==> src/urxef_pkg.sv <==
package urxef_pkg;

	// register byte offsets
	localparam logic [7:0] STATUS_OFF = 8'h00;
	localparam logic [7:0] DATA_OFF   = 8'h04;
	localparam logic [7:0] CTRL_OFF   = 8'h08;
	localparam logic [7:0] IRQ_ST_OFF = 8'h0c;
	localparam logic [7:0] IRQ_MK_OFF = 8'h10;

	// status field positions
	localparam int PARITY_BIT = 0;
	localparam int FRAME_BIT  = 1;
	localparam int NOISE_BIT  = 2;
	localparam int OVR_BIT    = 3;
	localparam int FULL_BIT   = 5;

	// control field positions
	localparam int PEN_BIT = 0;
	localparam int POD_BIT = 1;

	// interrupt status layout
	localparam int IRQ_CHAR = 0;
	localparam int IRQ_ERR  = 1;
	localparam int IRQ_OVR  = 2;

	// reset values
	localparam logic [7:0] STATUS_RST = 8'h00;
	localparam logic [1:0] CTRL_RST   = 2'h0;
	localparam logic [2:0] IRQ_RST    = 3'h0;

	// sampling: 16 ticks per bit, samples 7..9 of data/stop
	localparam int BAUD_DIV_DEF = 1302;
	localparam logic [3:0] TICKS_BIT = 4'hf;
	localparam int START_SAMPLES = 7;
	localparam int BIT_SAMPLES   = 3;
	localparam logic [3:0] SMP_A = 4'h7;
	localparam logic [3:0] SMP_B = 4'h8;
	localparam logic [3:0] SMP_C = 4'h9;

	// receive states
	typedef enum logic [2:0] {
		RX_IDLE,
		RX_START,
		RX_DATA,
		RX_PAR,
		RX_STOP
	} urxef_state_t;

	// one received character with its error indications
	typedef struct packed {
		logic [7:0] data;
		logic       noise;
		logic       frame;
		logic       parity;
	} urxef_char_t;

endpackage

==> src/urxef_top.sv <==
// The register addresses and register access over APB are this design's own decisions.
`timescale 1ns/1ps
`default_nettype none

// Behaviour
// - overrun set when unread data blocks transfer
// - overrun drops new character and its errors
// - status read then data read clears overrun
// - seven start samples, three per bit
// - disagreeing sample sets noise with full
// - status then data read clears noise
// - zero at stop sets framing error
// - status then data read clears framing
// - parity mismatch when enabled sets parity error
// - status then data read clears parity
// - flag one means condition occurred
// - full set on transfer, cleared by sequence
module urxef_top #(
	parameter int BAUD_DIV = urxef_pkg::BAUD_DIV_DEF
) (
	// clock and reset
	input  wire logic        SYS_CLK,
	input  wire logic        RST_N,
	// apb slave
	input  wire logic        PSEL,
	input  wire logic        PENABLE,
	input  wire logic        PWRITE,
	input  wire logic [7:0]  PADDR,
	input  wire logic [31:0] PWDATA,
	output logic      [31:0] PRDATA,
	output logic             PREADY,
	output logic             PSLVERR,
	// serial line
	input  wire logic        RXD,
	// interrupt
	output logic             IRQ
);

	urxef_pkg::urxef_state_t state;     // receive state
	logic [15:0]             baud_cnt;  // oversample divider
	logic                    tick;      // oversample strobe
	logic [3:0]              sub;       // tick within bit
	logic [2:0]              bit_idx;   // data bit index
	logic [2:0]              smp;       // sample shift of bit
	logic [7:0]              shreg;     // data shifter
	logic                    noisy;     // noise seen in frame
	logic                    par_acc;   // running parity
	logic                    par_bad;   // parity mismatch
	logic                    done;      // frame finished pulse
	logic                    stop_zero; // stop bit sampled low
	urxef_pkg::urxef_char_t  held;      // data register contents
	logic                    full;      // receive full flag
	logic                    ovr;       // overrun flag
	logic                    armed;     // status read seen with flags
	logic [1:0]              ctrl;      // parity enable, odd
	logic [2:0]              irq_st;    // sticky events
	logic [2:0]              irq_mk;    // event mask
	logic                    acc;       // apb access phase
	logic                    rd_stat;   // status read strobe
	logic                    rd_data;   // data read strobe
	logic                    clr_seq;   // clearing sequence completes
	logic [7:0]              receive_line_status_one; // status byte
	logic                    maj;       // majority of three samples
	logic                    dis;       // samples disagree

	// address match helper, used by every strobe
	function automatic logic hit(input logic [7:0] a, input logic [7:0] o);
		hit = (a == o);
	endfunction

	// apb decoding; always ready, no wait states
	assign acc     = PSEL && PENABLE;
	assign PREADY  = 1'b1;
	assign PSLVERR = 1'b0;
	assign rd_stat = acc && !PWRITE && hit(PADDR, urxef_pkg::STATUS_OFF);
	assign rd_data = acc && !PWRITE && hit(PADDR, urxef_pkg::DATA_OFF);
	assign clr_seq = rd_data && armed;

	// oversample tick at sixteen per bit
	always_ff @(posedge SYS_CLK) begin
		if (!RST_N || state == urxef_pkg::RX_IDLE) begin
			baud_cnt <= 16'h0000;
		end else if (baud_cnt == 16'(BAUD_DIV / 16 - 1)) begin
			baud_cnt <= 16'h0000;
		end else begin
			baud_cnt <= baud_cnt + 16'h0001;
		end
	end
	assign tick = (state != urxef_pkg::RX_IDLE) &&
		(baud_cnt == 16'(BAUD_DIV / 16 - 1));

	// three-sample majority and disagreement
	assign maj = (smp[0] & smp[1]) | (smp[1] & smp[2]) | (smp[0] & smp[2]);
	assign dis = !(smp == 3'h0 || smp == 3'h7);

	// a lone low sample starts a frame; a glitch then reads as noise
	// receive frame machine
	always_ff @(posedge SYS_CLK) begin
		done      <= 1'b0;
		stop_zero <= 1'b0;
		if (!RST_N) begin
			state   <= urxef_pkg::RX_IDLE;
			sub     <= 4'h0;
			bit_idx <= 3'h0;
			smp     <= 3'h0;
			shreg   <= 8'h00;
			noisy   <= 1'b0;
			par_acc <= 1'b0;
			par_bad <= 1'b0;
		end else begin
			case (state)
				urxef_pkg::RX_IDLE: begin
					// low level on the line starts a frame
					if (!RXD) begin
						state   <= urxef_pkg::RX_START;
						sub     <= 4'h0;
						noisy   <= 1'b0;
						par_bad <= 1'b0;
						par_acc <= ctrl[urxef_pkg::POD_BIT];
					end
				end
				urxef_pkg::RX_START: begin
					if (tick) begin
						sub <= sub + 4'h1;
						if (sub >= 4'h1 && sub <= 4'(urxef_pkg::START_SAMPLES)
							&& RXD) begin
							noisy <= 1'b1;
						end
						if (sub == urxef_pkg::TICKS_BIT) begin
							state   <= urxef_pkg::RX_DATA;
							bit_idx <= 3'h0;
						end
					end
				end
				default: begin
					if (tick) begin
						sub <= sub + 4'h1;
						if (sub == urxef_pkg::SMP_A || sub == urxef_pkg::SMP_B
							|| sub == urxef_pkg::SMP_C) begin
							smp <= {smp[1:0], RXD};
						end
						if (sub == urxef_pkg::TICKS_BIT) begin
							if (dis) begin
								noisy <= 1'b1;
							end
							case (state)
								urxef_pkg::RX_DATA: begin
									shreg   <= {maj, shreg[7:1]};
									par_acc <= par_acc ^ maj;
									bit_idx <= bit_idx + 3'h1;
									if (bit_idx == 3'h7) begin
										state <= ctrl[urxef_pkg::PEN_BIT] ?
											urxef_pkg::RX_PAR :
											urxef_pkg::RX_STOP;
									end
								end
								urxef_pkg::RX_PAR: begin
									par_bad <= par_acc ^ maj;
									state   <= urxef_pkg::RX_STOP;
								end
								default: begin
									stop_zero <= !maj;
									done      <= 1'b1;
									state     <= urxef_pkg::RX_IDLE;
								end
							endcase
						end
					end
				end
			endcase
		end
	end

	// a clear and an arrival together: the new character loads
	// data register, full flag and error flags
	always_ff @(posedge SYS_CLK) begin
		if (!RST_N) begin
			held <= '0;
			full <= 1'b0;
		end else if (done && (!full || clr_seq)) begin
			full        <= 1'b1;
			held.data   <= shreg;
			held.noise  <= noisy;
			held.frame  <= stop_zero;
			held.parity <= par_bad;
		end else if (clr_seq) begin
			full        <= 1'b0;
			held.noise  <= 1'b0;
			held.frame  <= 1'b0;
			held.parity <= 1'b0;
		end
	end

	// overrun flag; a clearing data read in the same cycle
	// frees the register, so the arrival loads instead
	always_ff @(posedge SYS_CLK) begin
		if (!RST_N) begin
			ovr <= 1'b0;
		end else if (done && full && !clr_seq) begin
			ovr <= 1'b1;
		end else if (clr_seq) begin
			ovr <= 1'b0;
		end
	end

	// any data read disarms, so a stale status read never clears
	// status read arms the clearing sequence
	always_ff @(posedge SYS_CLK) begin
		if (!RST_N || rd_data) begin
			armed <= 1'b0;
		end else if (rd_stat && (full || ovr)) begin
			armed <= 1'b1;
		end
	end

	// status byte, one bit per condition
	always_comb begin
		receive_line_status_one = urxef_pkg::STATUS_RST;
		receive_line_status_one[urxef_pkg::FULL_BIT]   = full;
		receive_line_status_one[urxef_pkg::OVR_BIT]    = ovr;
		receive_line_status_one[urxef_pkg::NOISE_BIT]  = held.noise;
		receive_line_status_one[urxef_pkg::FRAME_BIT]  = held.frame;
		receive_line_status_one[urxef_pkg::PARITY_BIT] = held.parity;
	end

	// control and mask writes; status writes ignored
	always_ff @(posedge SYS_CLK) begin
		if (!RST_N) begin
			ctrl   <= urxef_pkg::CTRL_RST;
			irq_mk <= urxef_pkg::IRQ_RST;
		end else if (acc && PWRITE) begin
			if (hit(PADDR, urxef_pkg::CTRL_OFF)) begin
				ctrl <= PWDATA[1:0];
			end
			if (hit(PADDR, urxef_pkg::IRQ_MK_OFF)) begin
				irq_mk <= PWDATA[2:0];
			end
		end
	end

	// sticky events, write one clears, set wins
	always_ff @(posedge SYS_CLK) begin
		if (!RST_N) begin
			irq_st <= urxef_pkg::IRQ_RST;
		end else begin
			for (int i = 0; i < 3; i++) begin
				if (acc && PWRITE && hit(PADDR, urxef_pkg::IRQ_ST_OFF)
					&& PWDATA[i]) begin
					irq_st[i] <= 1'b0;
				end
			end
			if (done && (!full || clr_seq)) begin
				irq_st[urxef_pkg::IRQ_CHAR] <= 1'b1;
				if (noisy || stop_zero || par_bad) begin
					irq_st[urxef_pkg::IRQ_ERR] <= 1'b1;
				end
			end
			if (done && full && !clr_seq) begin
				irq_st[urxef_pkg::IRQ_OVR] <= 1'b1;
			end
		end
	end

	// read data loaded in setup, so it stands through access
	// registered read data and interrupt
	always_ff @(posedge SYS_CLK) begin
		if (!RST_N) begin
			PRDATA <= 32'h0000_0000;
			IRQ    <= 1'b0;
		end else begin
			IRQ <= |(irq_st & irq_mk);
			if (PSEL && !PENABLE && !PWRITE) begin
				case (PADDR)
					urxef_pkg::STATUS_OFF: PRDATA <= {24'h0,
						receive_line_status_one};
					urxef_pkg::DATA_OFF:   PRDATA <= {24'h0, held.data};
					urxef_pkg::CTRL_OFF:   PRDATA <= {30'h0, ctrl};
					urxef_pkg::IRQ_ST_OFF: PRDATA <= {29'h0, irq_st};
					urxef_pkg::IRQ_MK_OFF: PRDATA <= {29'h0, irq_mk};
					default:               PRDATA <= 32'h0000_0000;
				endcase
			end
		end
	end

endmodule

`default_nettype wire

==> config.mk <==
export PLATFORM = sky130hd
export DESIGN_NAME = urxef_top
export DESIGN_NICKNAME = d
export VERILOG_FILES = /design/src/urxef_pkg.sv /design/src/urxef_top.sv
export SDC_FILE = /design/constraint.sdc
export NUM_CORES = 1
export LEC_CHECK = 0
export BUFFER_PORTS_ARGS = -buffer_cell sky130_fd_sc_hd__clkbuf_2
export CAP_MARGIN = 15
export CORE_ASPECT_RATIO = 0.6
export CORE_MARGIN = 2
export CORE_UTILIZATION = 30
export DETAILED_ROUTE_END_ITERATION = 8
export GPL_TIMING_DRIVEN = 1
export PLACE_DENSITY = 0.5
export SLEW_MARGIN = 20
export SYNTH_ARGS = -nofsm -noshare
export SYNTH_HDL_FRONTEND = slang
export SYNTH_SLANG_ARGS = --single-unit
==> constraint.sdc <==
create_clock -name SYS_CLK -period 3.3 [get_ports SYS_CLK]
set_input_delay 0.495 -clock SYS_CLK [delete_from_list [all_inputs] [get_ports SYS_CLK]]
set_output_delay 0.495 -clock SYS_CLK [all_outputs]
set_load 0.05 [all_outputs]
==> results.env <==
CLOCK_SINK_COUNT=73
TIMING.FINAL.CRIT_SHARE_PCT=60.9
CRIT_PATH_END_KIND='register'
CRIT_REQUIRED_NS=3.51
HOLDBUFCOUNTCTS=0
ASYNCSETRESETFLOPFRACSYNTH_PCT=0
POSTSYNTHAREAPERCELL_UM2=8.38
ARRIVAL_NS=2.22
SYNTH_FF_TYPE='sky130_fd_sc_hd__dfxtp_1'
CRITICAL_PATH_PEAK_FANOUT=10
CP_TOP_FAMILY='simple AND/OR/NAND/NOR gates'
CTS.REPAIR.RESIZED=0
TOTAL_NUMBER_OF_VIAS=3026
CTS_POST_SETUP_BUFFERS_INSERTED=0
RSZ0062_AT_GRT='no'
WIRELENGTH_MM=8.36
WORSTPATHCELLLIST='nor4_1 > and4_1 > o221ai_1 > mux2i_1'
LEAKAGEPOWER_uW=0.00146
CLK_PIN_SLEW_NS=0.06
CTS_HTREE_LEVELS=3
TIMING.FINAL.HOLD_VIOLATIONS=0
SLEW_VIOLATIONS=0
LAYOUT_MIN_CYCLE_TIME_NS=2.01
CRITICAL_PATH_SOURCE_TYPE='register'
PIN_COUNT_OF_THE_BIGGEST_NET_ENTERING_GLOBAL_ROUTING=43
TRITONROUTE_PASS_1_ITERS=4
CRITICAL_PATH.SLOWEST_CELL='sky130_fd_sc_hd__and4_1'
SYNTH.CELL_AREA_UM2=3690
SETUP_VIOL_COUNT_FINAL=0
TIMING.HOLD.WORST.CLASS='in2reg'
AVGVIACOUNTPERCELL=4.84
CLOCKROOTBUFFER='sky130_fd_sc_hd__clkbuf_16'
POST_ROUTE_CELLS_DRIVE_ABOVE_1_SHARE_PCT=12.2
PEAKVDDDROP_V=0.000192
CRIT_PATH_MAX_INCR_DELAY_NS=0.53
DRC=0
SLEW-LIMIT-HEADROOM_PCT=52.6
SYNTH_LARGEST_AREA_CELL='sky130_fd_sc_hd__dfxtp_1'
GLOBAL_ROUTE.OVERFLOW_TOTAL=0
START_UTIL_PCT=30.7
ANTENNA_FOUND_INITIAL=0
DESIGN.FINAL.NETS=508
YOSYS_REGISTER_BITS=73
DRT.ANTENNA.VIOLATING_NETS=0
N_ANTENNA_CELL=0
IO_PINS=81
FMAX_MHz=497
CTS_MADE_BUFFERS=9
MAX_SLEW.WORST_PIN.SLEW_NS=0.711
TIMING.FINAL.WS_SETUP_NS=1.29
R2R-START='baud_cnt[13]'
GRT_FIRST_PASS_WIRELENGTH_MM=13.9
TRITONCTS='done'
SYNTH.AREA.TOP_CELLS='sky130_fd_sc_hd__dfxtp_1 40%, sky130_fd_sc_hd__mux2i_1 6.5%, sky130_fd_sc_hd__buf_4 5.5%, sky130_fd_sc_hd__nand3_1 4.3%, sky130_fd_sc_hd__nand2_1 4.3%'
CHIPWIDTH_UM=147
SYNTH.DISTINCT_CELLS=54
GROUTE.USAGE.OVERALL_PCT=13.1
CLOCKBUFFERDEPTH=2
CLOCK_INSERTION_DELAY_WORST_SKEW_NS=0.34
SYNTH.YOSYS.SEQ_AREA_SHARE_PCT=39.6
YS.WARNINGS.COUNT=0
SYNTH_EDF_COUNT=0
FIRST_ITER_VIOLATIONS=305
POST-LAYOUT-TOTAL-POWER_uW=1940
WORST_SETUP_PATH_STARTPOINT='baud_cnt[13]'
DIE_H_UM=90.0
COREAREA_UM2=12000
AREA_DELTA_SYNTH_FINAL_PCT=11.7
GPL.FINAL_WEIGHTED_CONGESTION=0.823
MAX_CAP_VIOL_COUNT=0
WORST_CLOCK_SKEW_NS=0.00745
FIRST_GLOBAL_VIAS=2775
FLOORPLAN.DIE_AREA_UM2=13200
SYNTH.TOP_CELL.AREA_SHARE_PCT=39.6
POWER-PER-CELL-AREA_nW_PER_UM2=471
BUF_INV_ON_CP=0
HOLD_PATH.STARTPOINT='PWDATA[2]'
POST_SYNTH_INST_COUNT=441
FP-ROW-COUNT=31
NUMPORTBUFFERS=25
DP_SLACK_NS=1.06
RUN_STATUS='finished clean'
POSTLAYOUTCOREUTIL_PCT=34.3
SETUP.WORST_PATH.CLASS='reg2reg'
POST_DRT_WL_PER_CELL_UM=13.4
DP.FINAL_HPWL_MM=6.00
FINAL.SETUP.TNS_NS=0
sequential cells by signal (all words and copies together), names as in the netlist, 2 cells and up:
name      cells
baud_cnt     16
held         11
PRDATA        8
shreg         8
sub           4
bit_idx       3
irq_mk        3
irq_st        3
smp           3
state         3
ctrl          2
cells in the final DEF (no fill, tap or decap), drive strengths merged, types with 11 or more instances in the layout:
master | netlist | routed
dfxtp | 73 | 73
nor3 | 11 | 11
or3 | 13 | 13
nand4 | 12 | 12
nand2 | 42 | 42
clkbuf | 15 | 34
a21oi | 27 | 27
o21ai | 24 | 24
inv | 10 | 11
nor2 | 31 | 31
conb | 2 | 26
nand3 | 33 | 33
mux2i | 24 | 24
worst register-to-register path: stages, from the launching register on:
cell	delay, ns
sky130_fd_sc_hd__dfxtp_1	0.34
sky130_fd_sc_hd__nor4_1	0.48
sky130_fd_sc_hd__and4_1	0.53
sky130_fd_sc_hd__o221ai_1	0.35
sky130_fd_sc_hd__mux2i_1	0.19
routing by layer:
layer	vias to the layer above	share of wire [%]	global-route usage, %
li1	1565	-	-
met1	1391	55	20.5
met2	59	39	16.9
met3	11	5.0	3.05
met4	0	1.6	5.29
met5	-	0	0
logic make-up after synthesis:
family / share of synthesized area [%]
adder cells (fa/ha/maj): 2.64
multiplexers: 7.42
XOR/XNOR: 2.37
AND/OR/NAND/NOR: 24.1
buffers and inverters: 9.28
other: 0.203
AO/OA/AOI/OAI: 14.4
flip-flops: 39.6
metrics by stage:
step / cell area (um^2) / cells / hold slack (ns)
floorplan: 3780 / 465 / 0.431
global placement: 3850 / 609 / 0.442
detailed placement: 3850 / 609 / 0.446
CTS: 4130 / 625 / 0.405
global route: 4130 / 625 / 0.464
finish: 4130 / 625 / 0.412
synthesized netlist by cell type, types with 5 or more instances:
cell type                  instances
sky130_fd_sc_hd__buf_4            27
sky130_fd_sc_hd__nand4_1          12
sky130_fd_sc_hd__buf_2             7
sky130_fd_sc_hd__nor4_1            8
sky130_fd_sc_hd__clkbuf_1         15
sky130_fd_sc_hd__or3_1            11
sky130_fd_sc_hd__and3_1            5
sky130_fd_sc_hd__a31oi_1           5
sky130_fd_sc_hd__mux2i_1          24
sky130_fd_sc_hd__nand2_1          42
sky130_fd_sc_hd__dfxtp_1          73
sky130_fd_sc_hd__nand3_1          32
sky130_fd_sc_hd__xnor2_1           6
sky130_fd_sc_hd__nor3_1           10
sky130_fd_sc_hd__inv_1            10
sky130_fd_sc_hd__ha_1              7
sky130_fd_sc_hd__a21oi_1          27
sky130_fd_sc_hd__o21ai_0          24
sky130_fd_sc_hd__nor2_1           30
report_power, final:
part           total, uW  switching, uW  internal (uW)
logic                153            125           27.5
clock network        902            395            507
registers            890           4.50            885
path summary, 6_finish.rpt:
kind                    end  slack (ns)  cells after the start
setup / recovery     smp[1]        1.29                      4
hold / removal    irq_mk[2]        0.41                      3
setup reg to reg     smp[1]        1.29                      4
hold reg to reg   PRDATA[5]        0.45                      2
layout make-up:
cell class / count / area [um^2]
fillers: 1259 / 7900
multi-input cells: 330 / 1980
flip-flops and latches: 73 / 1460
clock buffers: 9 / 225
well taps: 165 / 206
repair buffers: 31 / 170
clock inverters: 7 / 46.3
inverters: 10 / 37.5
(Power assumes the default switching activity.)
